File: src/core/ppc_map.svh
// Constants for the privilege and protection checker
// Contract
// RL1 - Segment checks finish before page checks start, never reversed or overlapped
// RL2 - A segment violation skips the page check for that access
// RL3 - Any violation raises an exception and no memory access happens
// RL4 - Segment violations report general protection or stack fault, never page fault
// RL5 - Page violations report page fault
// RL6 - Control, debug register moves, table and task loads, model register reads need level 0
// RL7 - Cache invalidate and both tlb invalidates need level 0
// RL8 - Global interrupt flag clear needs level 0
// RL9 - Task switched flag clear and halt need level 0
// RL10 - Secure attested init needs level 0
// RL11 - Irq clear, watch setup/wait, counter and timestamp reads use os configured level
// RL12 - Requestor adjust, access rights load, segment limit load run at any level
// RL13 - Interrupt returns and debug breakpoint trap run at any level
// RL14 - Management mode return has no privilege restriction
// RL15 - Segment base reads and descriptor table stores run at any level
// RL16 - Level 0 instruction at nonzero level is suppressed with general protection fault
`ifndef PPC_MAP_SVH
`define PPC_MAP_SVH

`define PPC_LEVEL_SUPER    2'h0
`define PPC_OS_BITS        6
`define PPC_OSB_IRQ_CLEAR  3'h0
`define PPC_OSB_WATCH_SET  3'h1
`define PPC_OSB_WATCH_WAIT 3'h2
`define PPC_OSB_PERF_READ  3'h3
`define PPC_OSB_TS_READ    3'h4
`define PPC_OSB_TSCPU_READ 3'h5
`define PPC_OSB_NONE       3'h0

`endif

File: src/core/ppc_pkg.sv
// Types shared by the privilege and protection checker
package ppc_pkg;

    typedef enum logic [4:0] {
        PPC_OP_REQUESTOR_LEVEL_ADJUST = 5'b00000,
        PPC_OP_GLOBAL_IRQ_FLAG_CLEAR  = 5'b00001,
        PPC_OP_IRQ_FLAG_CLEAR         = 5'b00010,
        PPC_OP_TASK_SWITCHED_CLEAR    = 5'b00011,
        PPC_OP_HALT_INSTRUCTION       = 5'b00100,
        PPC_OP_DEBUG_BREAKPOINT_TRAP  = 5'b00101,
        PPC_OP_CACHE_INVALIDATE       = 5'b00110,
        PPC_OP_TLB_ENTRY_INVALIDATE   = 5'b00111,
        PPC_OP_TAGGED_TLB_INVALIDATE  = 5'b01000,
        PPC_OP_INTERRUPT_RETURN       = 5'b01001,
        PPC_OP_ACCESS_RIGHTS_LOAD     = 5'b01010,
        PPC_OP_GLOBAL_TABLE_LOAD      = 5'b01011,
        PPC_OP_INTERRUPT_TABLE_LOAD   = 5'b01100,
        PPC_OP_LOCAL_TABLE_LOAD       = 5'b01101,
        PPC_OP_STATUS_WORD_LOAD       = 5'b01110,
        PPC_OP_SEGMENT_LIMIT_LOAD     = 5'b01111,
        PPC_OP_TASK_REG_LOAD          = 5'b10000,
        PPC_OP_WATCH_SETUP            = 5'b10001,
        PPC_OP_CONTROL_REG_MOVE       = 5'b10010,
        PPC_OP_DEBUG_REG_MOVE         = 5'b10011,
        PPC_OP_WATCH_WAIT             = 5'b10100,
        PPC_OP_F_SEGMENT_BASE_READ    = 5'b10101,
        PPC_OP_G_SEGMENT_BASE_READ    = 5'b10110,
        PPC_OP_MODEL_SPECIFIC_READ    = 5'b10111,
        PPC_OP_PERF_COUNTER_READ      = 5'b11000,
        PPC_OP_TIMESTAMP_READ         = 5'b11001,
        PPC_OP_TIMESTAMP_CPU_ID_READ  = 5'b11010,
        PPC_OP_MANAGEMENT_MODE_RETURN = 5'b11011,
        PPC_OP_GLOBAL_TABLE_STORE     = 5'b11100,
        PPC_OP_INTERRUPT_TABLE_STORE  = 5'b11101,
        PPC_OP_SECURE_ATTESTED_INIT   = 5'b11110,
        PPC_OP_LOCAL_TABLE_STORE      = 5'b11111
    } ppc_op_e;

    typedef enum logic [1:0] {
        PPC_CLS_PRIV0 = 2'b00,
        PPC_CLS_OSCTL = 2'b01,
        PPC_CLS_ANY   = 2'b10
    } ppc_class_e;

    typedef enum logic [1:0] {
        PPC_EXC_NONE                     = 2'b00,
        PPC_EXC_GENERAL_PROTECTION_FAULT = 2'b01,
        PPC_EXC_STACK_FAULT              = 2'b10,
        PPC_EXC_PAGE_FAULT               = 2'b11
    } ppc_exc_e;

    typedef enum logic [1:0] {
        PPC_ST_IDLE = 2'b00,
        PPC_ST_SEG  = 2'b01,
        PPC_ST_PAGE = 2'b10
    } ppc_acc_st_e;

    typedef struct packed {
        ppc_op_e    op;
        logic [1:0] current_privilege_level;
    } ppc_instr_s;

    typedef struct packed {
        logic prot_viol;
        logic stack_viol;
    } ppc_seg_res_s;

    typedef struct packed {
        logic     valid;
        ppc_exc_e code;
    } ppc_fault_s;

endpackage

File: src/core/ppc_fault_enc.sv
// Maps a stage violation onto its exception code
module ppc_fault_enc (
    // Clock and reset, for checks only
    input  wire logic                  ref_clk,
    input  wire logic                  arst_n,
    // Stage results
    input  wire logic                  seg_stage,
    input  wire ppc_pkg::ppc_seg_res_s seg_res,
    input  wire logic                  page_viol,
    // Exception code
    output ppc_pkg::ppc_exc_e          code
);

    always_comb begin
        code = ppc_pkg::PPC_EXC_NONE;
        if (seg_stage) begin
            // Stack fault wins when both segment faults are flagged
            if (seg_res.stack_viol) begin
                code = ppc_pkg::PPC_EXC_STACK_FAULT; // RL4
            end else if (seg_res.prot_viol) begin
                code = ppc_pkg::PPC_EXC_GENERAL_PROTECTION_FAULT; // RL4
            end
        end else if (page_viol) begin
            code = ppc_pkg::PPC_EXC_PAGE_FAULT; // RL5
        end
    end

    chk_seg_not_pf: assert property ( // RL4
        @(posedge ref_clk) disable iff (!arst_n)
        seg_stage |-> code != ppc_pkg::PPC_EXC_PAGE_FAULT)
        else $error("segment stage produced a page fault code");

endmodule

File: src/core/ppc_priv_decode.sv
// Privilege class lookup for system-management instructions
`include "ppc_map.svh"

module ppc_priv_decode (
    // Instruction
    input  wire ppc_pkg::ppc_op_e    op,
    // Class and os configuration bit
    output ppc_pkg::ppc_class_e      cls,
    output logic [2:0]               os_idx
);

    always_comb begin
        os_idx = `PPC_OSB_NONE;
        cls    = ppc_pkg::PPC_CLS_ANY;
        unique case (op)
            ppc_pkg::PPC_OP_CONTROL_REG_MOVE, ppc_pkg::PPC_OP_DEBUG_REG_MOVE,
            ppc_pkg::PPC_OP_GLOBAL_TABLE_LOAD, ppc_pkg::PPC_OP_INTERRUPT_TABLE_LOAD,
            ppc_pkg::PPC_OP_LOCAL_TABLE_LOAD, ppc_pkg::PPC_OP_TASK_REG_LOAD,
            ppc_pkg::PPC_OP_STATUS_WORD_LOAD,
            ppc_pkg::PPC_OP_MODEL_SPECIFIC_READ: cls = ppc_pkg::PPC_CLS_PRIV0; // RL6
            ppc_pkg::PPC_OP_CACHE_INVALIDATE, ppc_pkg::PPC_OP_TLB_ENTRY_INVALIDATE,
            ppc_pkg::PPC_OP_TAGGED_TLB_INVALIDATE: cls = ppc_pkg::PPC_CLS_PRIV0; // RL7
            ppc_pkg::PPC_OP_GLOBAL_IRQ_FLAG_CLEAR: cls = ppc_pkg::PPC_CLS_PRIV0; // RL8
            ppc_pkg::PPC_OP_TASK_SWITCHED_CLEAR,
            ppc_pkg::PPC_OP_HALT_INSTRUCTION: cls = ppc_pkg::PPC_CLS_PRIV0; // RL9
            ppc_pkg::PPC_OP_SECURE_ATTESTED_INIT: cls = ppc_pkg::PPC_CLS_PRIV0; // RL10
            ppc_pkg::PPC_OP_IRQ_FLAG_CLEAR: begin
                cls    = ppc_pkg::PPC_CLS_OSCTL; // RL11
                os_idx = `PPC_OSB_IRQ_CLEAR;
            end
            ppc_pkg::PPC_OP_WATCH_SETUP: begin
                cls    = ppc_pkg::PPC_CLS_OSCTL; // RL11
                os_idx = `PPC_OSB_WATCH_SET;
            end
            ppc_pkg::PPC_OP_WATCH_WAIT: begin
                cls    = ppc_pkg::PPC_CLS_OSCTL; // RL11
                os_idx = `PPC_OSB_WATCH_WAIT;
            end
            ppc_pkg::PPC_OP_PERF_COUNTER_READ: begin
                cls    = ppc_pkg::PPC_CLS_OSCTL; // RL11
                os_idx = `PPC_OSB_PERF_READ;
            end
            ppc_pkg::PPC_OP_TIMESTAMP_READ: begin
                cls    = ppc_pkg::PPC_CLS_OSCTL; // RL11
                os_idx = `PPC_OSB_TS_READ;
            end
            ppc_pkg::PPC_OP_TIMESTAMP_CPU_ID_READ: begin
                cls    = ppc_pkg::PPC_CLS_OSCTL; // RL11
                os_idx = `PPC_OSB_TSCPU_READ;
            end
            ppc_pkg::PPC_OP_REQUESTOR_LEVEL_ADJUST, ppc_pkg::PPC_OP_ACCESS_RIGHTS_LOAD,
            ppc_pkg::PPC_OP_SEGMENT_LIMIT_LOAD: cls = ppc_pkg::PPC_CLS_ANY; // RL12
            ppc_pkg::PPC_OP_INTERRUPT_RETURN,
            ppc_pkg::PPC_OP_DEBUG_BREAKPOINT_TRAP: cls = ppc_pkg::PPC_CLS_ANY; // RL13
            ppc_pkg::PPC_OP_MANAGEMENT_MODE_RETURN: cls = ppc_pkg::PPC_CLS_ANY; // RL14
            ppc_pkg::PPC_OP_F_SEGMENT_BASE_READ, ppc_pkg::PPC_OP_G_SEGMENT_BASE_READ,
            ppc_pkg::PPC_OP_GLOBAL_TABLE_STORE, ppc_pkg::PPC_OP_INTERRUPT_TABLE_STORE,
            ppc_pkg::PPC_OP_LOCAL_TABLE_STORE: cls = ppc_pkg::PPC_CLS_ANY; // RL15
        endcase
    end

endmodule

File: src/core/ppc_protect_check.sv
// Privilege gate for system instructions and ordered segment then page access checks
`include "ppc_map.svh"

module ppc_protect_check (
    // Clock and reset
    input  wire logic                       ref_clk,
    input  wire logic                       arst_n,
    // Instruction privilege request
    input  wire logic                       instr_valid,
    input  wire ppc_pkg::ppc_instr_s        instr,
    input  wire logic [`PPC_OS_BITS-1:0]    os_user_allow,
    // Instruction verdict
    output logic                            instr_exec,
    output logic                            instr_fault,
    output ppc_pkg::ppc_exc_e               instr_fault_code,
    // Access request
    input  wire logic                       acc_valid,
    output logic                            acc_ready,
    // Segment stage
    output logic                            seg_chk_req,
    input  wire logic                       seg_chk_done,
    input  wire ppc_pkg::ppc_seg_res_s      seg_res,
    // Page stage
    output logic                            page_chk_req,
    input  wire logic                       page_chk_done,
    input  wire logic                       page_viol,
    // Access outcome
    output logic                            mem_req,
    output ppc_pkg::ppc_fault_s             acc_fault
);

    ppc_pkg::ppc_class_e   cls;
    logic [2:0]            os_idx;
    logic                  allowed;
    logic                  is_super;
    ppc_pkg::ppc_acc_st_e  state_r;
    ppc_pkg::ppc_acc_st_e  state_nxt;
    ppc_pkg::ppc_exc_e     stage_code;
    logic                  seg_bad;
    logic                  instr_exec_r;
    logic                  instr_fault_r;
    ppc_pkg::ppc_exc_e     instr_code_r;
    logic                  mem_req_r;
    ppc_pkg::ppc_fault_s   acc_fault_r;

    // Instruction privilege gate

    ppc_priv_decode u_decode (
        .op     (instr.op),
        .cls    (cls),
        .os_idx (os_idx)
    );

    assign is_super = instr.current_privilege_level == `PPC_LEVEL_SUPER;

    always_comb begin
        allowed = 1'b0;
        unique case (cls)
            ppc_pkg::PPC_CLS_PRIV0: allowed = is_super; // RL6
            // Os configuration opens the instruction to every level
            ppc_pkg::PPC_CLS_OSCTL: allowed = is_super || os_user_allow[os_idx]; // RL11
            ppc_pkg::PPC_CLS_ANY:   allowed = 1'b1; // RL13
            default:                allowed = 1'b0;
        endcase
    end

    always_ff @(posedge ref_clk or negedge arst_n) begin
        if (!arst_n) begin
            instr_exec_r  <= 1'b0;
            instr_fault_r <= 1'b0;
            instr_code_r  <= ppc_pkg::PPC_EXC_NONE;
        end else begin
            instr_exec_r  <= instr_valid && allowed;
            // Suppressed, never executed, when the level is too low
            instr_fault_r <= instr_valid && !allowed; // RL16
            instr_code_r  <= (instr_valid && !allowed) ?
                             ppc_pkg::PPC_EXC_GENERAL_PROTECTION_FAULT :
                             ppc_pkg::PPC_EXC_NONE; // RL16
        end
    end

    assign instr_exec       = instr_exec_r;
    assign instr_fault      = instr_fault_r;
    assign instr_fault_code = instr_code_r;

    // Access check sequencer

    ppc_fault_enc u_enc (
        .ref_clk   (ref_clk),
        .arst_n    (arst_n),
        .seg_stage (state_r == ppc_pkg::PPC_ST_SEG),
        .seg_res   (seg_res),
        .page_viol (page_viol),
        .code      (stage_code)
    );

    assign seg_bad = seg_res.prot_viol || seg_res.stack_viol;

    always_comb begin
        state_nxt = state_r;
        unique case (state_r)
            ppc_pkg::PPC_ST_IDLE: begin
                if (acc_valid) begin
                    state_nxt = ppc_pkg::PPC_ST_SEG;
                end
            end
            ppc_pkg::PPC_ST_SEG: begin
                // Page stage only after the segment stage has finished clean
                if (seg_chk_done) begin
                    state_nxt = seg_bad ? ppc_pkg::PPC_ST_IDLE :
                                ppc_pkg::PPC_ST_PAGE; // RL1 RL2
                end
            end
            ppc_pkg::PPC_ST_PAGE: begin
                if (page_chk_done) begin
                    state_nxt = ppc_pkg::PPC_ST_IDLE;
                end
            end
            default: state_nxt = ppc_pkg::PPC_ST_IDLE;
        endcase
    end

    always_ff @(posedge ref_clk or negedge arst_n) begin
        if (!arst_n) begin
            state_r <= ppc_pkg::PPC_ST_IDLE;
        end else begin
            state_r <= state_nxt;
        end
    end

    always_ff @(posedge ref_clk or negedge arst_n) begin
        if (!arst_n) begin
            mem_req_r <= 1'b0;
        end else begin
            // Memory is touched only after both stages pass
            mem_req_r <= state_r == ppc_pkg::PPC_ST_PAGE && page_chk_done
                         && !page_viol; // RL3
        end
    end

    always_ff @(posedge ref_clk or negedge arst_n) begin
        if (!arst_n) begin
            acc_fault_r <= '{valid: 1'b0, code: ppc_pkg::PPC_EXC_NONE};
        end else if ((state_r == ppc_pkg::PPC_ST_SEG && seg_chk_done && seg_bad) ||
                     (state_r == ppc_pkg::PPC_ST_PAGE && page_chk_done && page_viol)) begin
            acc_fault_r <= '{valid: 1'b1, code: stage_code}; // RL3 RL4 RL5
        end else begin
            acc_fault_r <= '{valid: 1'b0, code: ppc_pkg::PPC_EXC_NONE};
        end
    end

    // Ready only in idle, so a second access cannot overlap a running check
    assign acc_ready    = state_r == ppc_pkg::PPC_ST_IDLE;
    assign seg_chk_req  = state_r == ppc_pkg::PPC_ST_SEG;
    assign page_chk_req = state_r == ppc_pkg::PPC_ST_PAGE; // RL1
    assign mem_req      = mem_req_r;
    assign acc_fault    = acc_fault_r;

    // Checks

    chk_stage_no_overlap: assert property ( // RL1
        @(posedge ref_clk) disable iff (!arst_n)
        !(seg_chk_req && page_chk_req))
        else $error("segment and page checks overlap");

    chk_page_after_seg: assert property ( // RL1
        @(posedge ref_clk) disable iff (!arst_n)
        $rose(page_chk_req) |-> $past(seg_chk_req && seg_chk_done && !seg_bad))
        else $error("page check started without a clean segment check");

    chk_seg_skip_page: assert property ( // RL2
        @(posedge ref_clk) disable iff (!arst_n)
        (seg_chk_req && seg_chk_done && seg_bad) |=> !page_chk_req && acc_fault.valid)
        else $error("page check ran after a segment violation");

    chk_fault_no_mem: assert property ( // RL3
        @(posedge ref_clk) disable iff (!arst_n)
        (page_chk_req && page_chk_done && page_viol) |=> acc_fault.valid && !mem_req)
        else $error("memory access issued despite a page violation");

    chk_mem_needs_stages: assert property ( // RL3
        @(posedge ref_clk) disable iff (!arst_n)
        mem_req |-> $past(page_chk_req && page_chk_done && !page_viol))
        else $error("memory access without a passed page check");

    chk_seg_fault_code: assert property ( // RL4
        @(posedge ref_clk) disable iff (!arst_n)
        (seg_chk_req && seg_chk_done && seg_res.stack_viol)
        |=> acc_fault.code == ppc_pkg::PPC_EXC_STACK_FAULT)
        else $error("segment stack violation not reported as stack fault");

    chk_page_fault_code: assert property ( // RL5
        @(posedge ref_clk) disable iff (!arst_n)
        (page_chk_req && page_chk_done && page_viol)
        |=> acc_fault.code == ppc_pkg::PPC_EXC_PAGE_FAULT)
        else $error("page violation not reported as page fault");

    chk_priv0_gate: assert property ( // RL16
        @(posedge ref_clk) disable iff (!arst_n)
        (instr_valid && cls == ppc_pkg::PPC_CLS_PRIV0 && !is_super)
        |=> instr_fault && !instr_exec
            && instr_fault_code == ppc_pkg::PPC_EXC_GENERAL_PROTECTION_FAULT)
        else $error("level zero instruction not faulted at user level");

    chk_priv0_super: assert property ( // RL6
        @(posedge ref_clk) disable iff (!arst_n)
        (instr_valid && cls == ppc_pkg::PPC_CLS_PRIV0 && is_super) |=> instr_exec)
        else $error("level zero instruction refused at level zero");

    chk_os_ctl_gate: assert property ( // RL11
        @(posedge ref_clk) disable iff (!arst_n)
        (instr_valid && cls == ppc_pkg::PPC_CLS_OSCTL && !is_super)
        |=> instr_exec == $past(os_user_allow[os_idx]))
        else $error("os controlled instruction ignored configuration");

    chk_any_level: assert property ( // RL12
        @(posedge ref_clk) disable iff (!arst_n)
        (instr_valid && cls == ppc_pkg::PPC_CLS_ANY) |=> instr_exec && !instr_fault)
        else $error("unrestricted instruction was faulted");

    chk_seg_gp_code: assert property ( // RL4
        @(posedge ref_clk) disable iff (!arst_n)
        (seg_chk_req && seg_chk_done && seg_res.prot_viol && !seg_res.stack_viol)
        |=> acc_fault.code == ppc_pkg::PPC_EXC_GENERAL_PROTECTION_FAULT)
        else $error("segment protection violation not reported as general protection");

    chk_take_starts_seg: assert property ( // RL1
        @(posedge ref_clk) disable iff (!arst_n)
        (acc_valid && acc_ready) |=> seg_chk_req && !page_chk_req)
        else $error("accepted access did not start with the segment check");

    chk_seg_req_holds: assert property ( // RL1
        @(posedge ref_clk) disable iff (!arst_n)
        (seg_chk_req && !seg_chk_done) |=> seg_chk_req)
        else $error("segment check dropped before its answer");

    chk_page_req_holds: assert property ( // RL1
        @(posedge ref_clk) disable iff (!arst_n)
        (page_chk_req && !page_chk_done) |=> page_chk_req)
        else $error("page check dropped before its answer");

    chk_fault_blocks_mem: assert property ( // RL3
        @(posedge ref_clk) disable iff (!arst_n)
        acc_fault.valid |-> !mem_req && acc_fault.code != ppc_pkg::PPC_EXC_NONE)
        else $error("faulted access also reached memory");

    chk_verdict_onehot: assert property ( // RL16
        @(posedge ref_clk) disable iff (!arst_n)
        instr_valid |=> instr_exec != instr_fault)
        else $error("instruction verdict not exactly one of execute and fault");

    chk_verdict_idle: assert property ( // RL16
        @(posedge ref_clk) disable iff (!arst_n)
        !instr_valid |=> !instr_exec && !instr_fault)
        else $error("instruction verdict without a request");

    chk_fault_code_gp: assert property ( // RL16
        @(posedge ref_clk) disable iff (!arst_n)
        instr_fault |-> instr_fault_code == ppc_pkg::PPC_EXC_GENERAL_PROTECTION_FAULT)
        else $error("suppressed instruction not reported as general protection");

endmodule

File: config.mk
export PLATFORM = sky130hd
export DESIGN_NAME = ppc_protect_check
export DESIGN_NICKNAME = d
export VERILOG_FILES = /design/src/core/ppc_pkg.sv /design/src/core/ppc_fault_enc.sv /design/src/core/ppc_priv_decode.sv /design/src/core/ppc_protect_check.sv
export VERILOG_INCLUDE_DIRS = /design/src /design/src/core
export SDC_FILE = /design/constraint.sdc
export NUM_CORES = 1
export LEC_CHECK = 0
export ABC_AREA = 1
export BUFFER_PORTS_ARGS = -buffer_cell sky130_fd_sc_hd__buf_2
export CELL_PAD_IN_SITES_DETAIL_PLACEMENT = 0
export CELL_PAD_IN_SITES_GLOBAL_PLACEMENT = 2
export CORE_MARGIN = 3
export CORE_UTILIZATION = 24
export DETAILED_ROUTE_END_ITERATION = 8
export GPL_TIMING_DRIVEN = 0
export PLACE_DENSITY_LB_ADDON = 0.1
export SKIP_LAST_GASP = 1
export SLEW_MARGIN = 30
export SYNTH_ARGS = -nofsm -noshare
export SYNTH_HDL_FRONTEND = slang
export SYNTH_SLANG_ARGS = --single-unit
File: constraint.sdc
create_clock -name ref_clk -period 2.88 [get_ports ref_clk]
set_clock_uncertainty 0.05 [all_clocks]
set_input_delay 0 -clock ref_clk [delete_from_list [all_inputs] [get_ports ref_clk]]
set_output_delay 0 -clock ref_clk [all_outputs]
set_load 0.02 [all_outputs]
==> metrics.md, run 1 <==
| Metric | Value |
|---|---|
| Status | completed |
| P_leak | 0.000560 uW |
| Register bit count reported by yosys | 8 |
| Hold Path Class | input port to register |
| Synth top area cells | dfrtp_1 (31%), nand2_1 (11%), inv_1 (9.7%), nand3_1 (6.9%), nor2_1 (5.7%) |
| Vias/cell | 4.25 |
| Maximum number of pins on one net before global-route repair | 10 |
| Hpwl dp | 1.29 mm |
| Path depth of the worst reg2reg path | 6 |
| Routed Antenna Nets | 0 |
| Internal | 244 uW |
| Most frequent cells in the layout | buf_2 (29), nand2_1 (20), inv_1 (17) |
| Yosys warns | 0 |
| Minimum clock period | 1.81 ns |
| Maximum VDD drop | 0.214 mV |
| GP Congestion | 0.751 |
| Number of buffers created by CTS | 3 |
| Core ar. | 2540 um2 |
| Clock-pin slew on the worst setup and hold paths | 0.05 ns |
| Syn Nets | 117 |
| # setup viols final | 0 |
| Synth top area share | 30.5% |
| P per Cell Area | 398 nW/um2 |
| Sw Pwr | 139 uW |
| Worst R2R End | state_r[1] |
| GRT Util Overall | 10.2% |
| CTS Buffer Depth | 2 |
| Fin crit share | 62.8% |
| Routed wire length per instance | 9.16 um |
| Gate power share | 43.0% |
| Initial Util | 25.8% |
| Routed wire length | 1.53 mm |
| Footprint of the multi-input gates | 350 um2 |
| Clock Sinks | 8 |
| Mapped cell area | 656 um2 |
| GR Overflow Total | 0 |
| Critical setup path kind | register to register |
| Max cap viols | 0 |
| Final Power | 383 uW |
| Post-synth top area cell | dfrtp_1 |
| Slew Viols, Final | 0 |
| Setup crit start kind | register |
| Cells after Synth | 95 |
| Sequential power share | 36.1% |
| Antenna Cells | 0 |
| Initial antenna violation count | 0 |
| Final std cells w/o fill | 167 |
| Setup bufs post-CTS | 0 |
| Post-DP Area | 838 um2 |
| H-tree Lvls | 1 |
| Hold Buf Count CTS | 10 |
| CP Capture Type | register |
| Vias in the first global route | 654 |
| Seq/Total Area, Yosys | 30.5% |
| Clock group share of total power | 20.9% |
| Die footprint | 3390 um2 |
| Crit Path Max Fanout | 6 |
| I/O Pins | 33 |
| Max Fclk | 0.552 GHz |
| Leading cell type in the layout, fill and taps excluded | buf_2 |
| Skew-Pair Late Insertion Delay | 0.24 ns |
| Final Hold Fails | 0 |
| First-pass GRT wire length | 2.68 mm |
| CTS tree | yes |
| Data required, critical path | 2.96 ns |
| Cells after DPL | 154 |
| Register Area | 200 um2 |
| Violation count after the first detailed-routing iteration | 12 |
| Distinct cells, synth | 26 |
| DIE HEIGHT | 58.3 um |
| Vias | 709 |
| Post-CTS Resized | 0 |
| CP Launch Point | state_r[0] |
| Net Sw Frac | 36.3% |
| Fin area | 961 um2 |
| Die X | 58.3 um |
| WP data arrival | 1.89 ns |
| Hold_ws | 0.00875 ns |
| Root Buffer Master | clkbuf_4 |
| DRC viols | 0 |
| Setup crit end | state_r[1] |
| Syn-to-layout area delta | 46.6% |
| R2r setup slk | 1.07 ns |
| Layout Nets | 161 |
| Drt pass-1 iters | 4 |
| Layout cell share with drive strength beyond 1 | 32.8% |
| Setup TNS | 0 ns |
| I/O Buffers | 29 |
| Row count | 18 |
| RSZ-0062 raised after global routing | no |
| Post-Syn Area per Cell | 6.90 um2 |
| Fillers | 279 |
| Critical R2R Launch | state_r[0] |
[stage by stage]
stage / util (%) / setup WS [ns]
floorplan: - / 1.53
detailed placement: 32.9 / 1.62
global placement: 32.9 / 1.61
finish: 37.8 / 1.07
CTS: 37.8 / 1.07
global route: 37.8 / 0.932
[critical path: stages (launching register included)]
cell and delay (ns):
dfrtp_1 0.40, inv_1 0.05, nor2_1 0.29, nand2_1 0.14
o31ai_1 0.09, o32ai_1 0.10, dlygate4sd3_1 0.56
[final cells by class]
type | instances | area share [%]
Multi-Input combinational cell | 64 | 36.5
Inverter | 19 | 7.42
Buffer | 4 | 3.52
Clock buffer | 3 | 2.34
Timing Repair Buffer | 39 | 25.5
Sequential cell | 8 | 20.8
Tap cell | 30 | 3.91
[sequential cells by signal, indices dropped and copies added, names as in the netlist]
register          cells
mem_req               1
instr_exec            1
state_r               2
acc_fault             3
instr_fault_code      1
[power by group through the flow]
stage / sequential [uW] / combinational [uW] / clock (uW)
after floorplan: 153 / 84.3 / 0
after CTS: 139 / 167 / 84.9
final: 138 / 165 / 80.0
after detailed placement: 140 / 150 / 0
after global placement: 140 / 150 / 0
after global routing: 141 / 185 / 87.4
[Yosys cell counts]
library cell,n
a21oi_1,4
nand2_1,20
clkbuf_4,1
nand3_2,1
inv_2,2
conb_1,1
dfrtp_1,8
a32oi_1,1
o21ai_1,1
o21ai_0,2
nand2_2,2
nor2_1,10
nand3_4,1
a31oi_1,1
xor2_1,1
buf_4,2
o31ai_1,1
nor2_4,2
nor2_8,1
o32ai_1,1
nand4_1,3
nand3_1,9
inv_1,17
buf_6,1
nor3_1,1
nand3b_1,1
[cell families (layout without fill, tap and decap cells)]
kind of cell    Yosys count  after routing  share of synthesized area [%]
simple gates             51             51                           41.4
xor+xnor                  1              1                           1.34
flops                     8              8                           30.5
other cells               1              1                          0.572
compound gates           11             11                           10.1
buf+inv                  23             65                           16.0
[how the worst min path moves through the flow]
stage                     cells past startpoint  slack, ns                  end    startpoint
after floorplan                               0      -0.35         acc_fault[0]        arst_n
after global routing                          3       0.05         acc_fault[2]  seg_chk_done
after CTS                                     3      0.004         acc_fault[1]    seg_res[0]
after global placement                        1      -0.20              mem_req        arst_n
after detailed placement                      1      -0.20  instr_fault_code[0]        arst_n
final                                         3      0.009         acc_fault[1]    seg_res[0]
[routing by layer]
layer	share of wire [%]	vias to the layer above	global-route usage, %	wire [um]
li1	-	385	-	-
met1	45	299	12.8	694
met2	46	23	16.9	701
met3	7.9	2	1.34	121
met4	0.65	0	4.97	10
met5	0	-	0	0
Note: power is estimated with default switching activity, not from simulation.
==> inputs of run 2 (changes only) <==
Settings changed: CORE_UTILIZATION 24 to 20.
Clock period 2.88 ns to 1.6 ns, I/O delays scaled along.
==> run 2 against run 1 <==
Net effect:
- critical path depth unchanged
- combinational power increased by 74%
- highest routed layer is now met3
- global-route usage shrank 1.2 points
- power grew 79%
- largest cell class unchanged
- largest power group unchanged
- worst hold slack better by 0.058 ns
- first-iteration DRC count grew 17%
- register-to-register slack worse by 0.84 ns
- wire length up 10%
- sequential power increased by 80%
- die area up 18%
- design area is 1.8% higher
==> metrics.md, run 2 (synthesis gave the netlist of run 1 again) <==
| Metric | Value |
|---|---|
| Status | completed |
| Layout cell share with drive strength beyond 1 | 32.8% (unchanged) |
| Footprint of the multi-input gates | 350 um2 (unchanged) |
| Routed wire length per instance | 9.32 um (+1.8%) |
| Worst Slack Setup Final | 0.209 ns (-0.861 ns) |
| Maximum number of pins on one net before global-route repair | 10 (unchanged) |
| Hold Buf Count CTS | 10 (unchanged) |
| Setup bufs post-CTS | 0 (unchanged) |
| H-tree Lvls | 1 (unchanged) |
| GP Congestion | 0.681 (-9.3%) |
| Row count | 20 (+2) |
| CP Capture Type | register |
| WP data arrival | 1.51 ns (-0.38 ns) |
| Routed wire length | 1.69 mm (+10%) |
| Max cap viols | 0 (unchanged) |
| Violation count after the first detailed-routing iteration | 14 (+2) |
| Hold Path Class | input port to asynchronous set/reset pin |
| Die footprint | 4000 um2 (+18%) |
| Pre-CTS setup slack | 0.296 ns (-1.32 ns) |
| I/O Buffers | 29 (unchanged) |
| Slew Viols, Final | 0 (unchanged) |
| Vias in the first global route | 694 (+6.1%) |
| Number of buffers created by CTS | 3 (unchanged) |
| Final Power | 685 uW (+79%) |
| Critical setup path kind | input port to register |
| Hpwl dp | 1.39 mm (+7.1%) |
| Syn-to-layout area delta | 49.2% |
| # setup viols final | 0 (unchanged) |
| Final Hold Fails | 0 (unchanged) |
| Skew-Pair Late Insertion Delay | 0.25 ns (about the same) |
| Initial antenna violation count | 0 (unchanged) |
| CTS tree | yes |
| Maximum VDD drop | 0.175 mV (-18%) |
| DIE HEIGHT | 63.3 um (+8.6%) |
| Fin area | 978 um2 (+1.8%) |
| Post-DP Area | 856 um2 (+2.1%) |
| P per Cell Area | 700 nW/um2 (+76%) |
| GRT Util Overall | 8.96% (-1.2 points) |
| Data required, critical path | 1.72 ns (-1.24 ns) |
| Core Util, Final | 31.8% (-6.0 points) |
| Post-CTS Resized | 0 (unchanged) |
| Minimum clock period | 1.39 ns |
| Drt pass-1 iters | 3 (-1) |
| Fillers | 359 (+29%) |
| Setup crit start kind | input port |
| Layout Nets | 161 (unchanged) |
| Fin crit share | 87.0% |
| CTS Buffer Depth | 2 (unchanged) |
| First-pass GRT wire length | 2.95 mm (+10%) |
| Die X | 63.3 um (+8.6%) |
| RSZ-0062 raised after global routing | no |
| Vias | 709 (unchanged) |
| Leading cell type in the layout, fill and taps excluded | buf_2 |
| Largest register FFs | 3 (unchanged) |
| GR Overflow Total | 0 (unchanged) |
| Clock Sinks | 8 (unchanged) |
| Clock-pin slew on the worst setup and hold paths | 0.05 ns (about the same) |
| Root Buffer Master | clkbuf_4 |
| DRC viols | 0 (unchanged) |
| R2r setup slk | 0.23 ns (-0.84 ns) |
| Initial Util | 21.3% (-4.5 points) |
| Core ar. | 3080 um2 (+21%) |
| P_leak | 0.000557 uW (-0.51%) |
| Vias/cell | 3.92 (-7.7%) |
| Crit Path Max Fanout | 4 (-2) |
| I/O Pins | 33 (unchanged) |
| Setup TNS | 0 ns (unchanged) |
| Routed Antenna Nets | 0 (unchanged) |
| Max Fclk | 0.719 GHz |
| Antenna Cells | 0 (unchanged) |
| Most frequent cells in the layout | buf_2 (29), nand2_1 (20), inv_1 (17) |
| Register Area | 200 um2 (unchanged) |
==> run 2: cell counts in the layout (fill, tap and decap cells not counted) <==
Identical to the previous run, type by type.
==> run 2: critical path, stage by stage <==
cell and delay (ns):
dlygate4sd3_1 0.53, buf_2 0.12, inv_1 0.10, nand2_1 0.06, dlygate4sd3_1 0.56, a21oi_1 0.14
==> run 2: power breakdown <==
part | switching (uW) | internal (uW)
Clock | 63.7 | 85.5
Sequential | 17.5 | 232
Combinational | 175 | 112
Total | 257 | 429
==> run 2: layout make-up <==
type,instances,area share [%]
timing repair buffer,39,25.1
inverter,19,7.29
multi-input combinational,64,35.8
sequential,8,20.5
clock buffer,3,2.30
buffer,4,3.45
tap,44,5.63
==> run 2: worst paths after layout <==
path,from,to,cells past startpoint
min reg2reg,state_r[0],state_r[1],1
max in group asynchronous,arst_n,instr_fault_code[0],2
min,arst_n,acc_fault[1],2
max reg2reg,state_r[1],mem_req,5
max,seg_res[0],acc_fault[0],6
min in group ref_clk,instr[0],instr_fault_code[0],5
==> run 2: metrics by stage <==
| stage | std cells | hold slack [ns] |
|---|---|---|
| 5_1_grt | 181 | 0.104 |
| 3_5_place_dp | 168 | -0.197 |
| 2_1_floorplan | 95 | -0.346 |
| 6_report | 181 | 0.0667 |
| 4_1_cts | 181 | 0.0744 |
| 3_3_place_gp | 168 | -0.198 |
==> run 2: metal layers <==
metal	share of wire [%]	global-route usage, %
met1	43	11.0
met2	50	15.0
met3	7.1	2.32
met4	0	3.23
met5	0	0
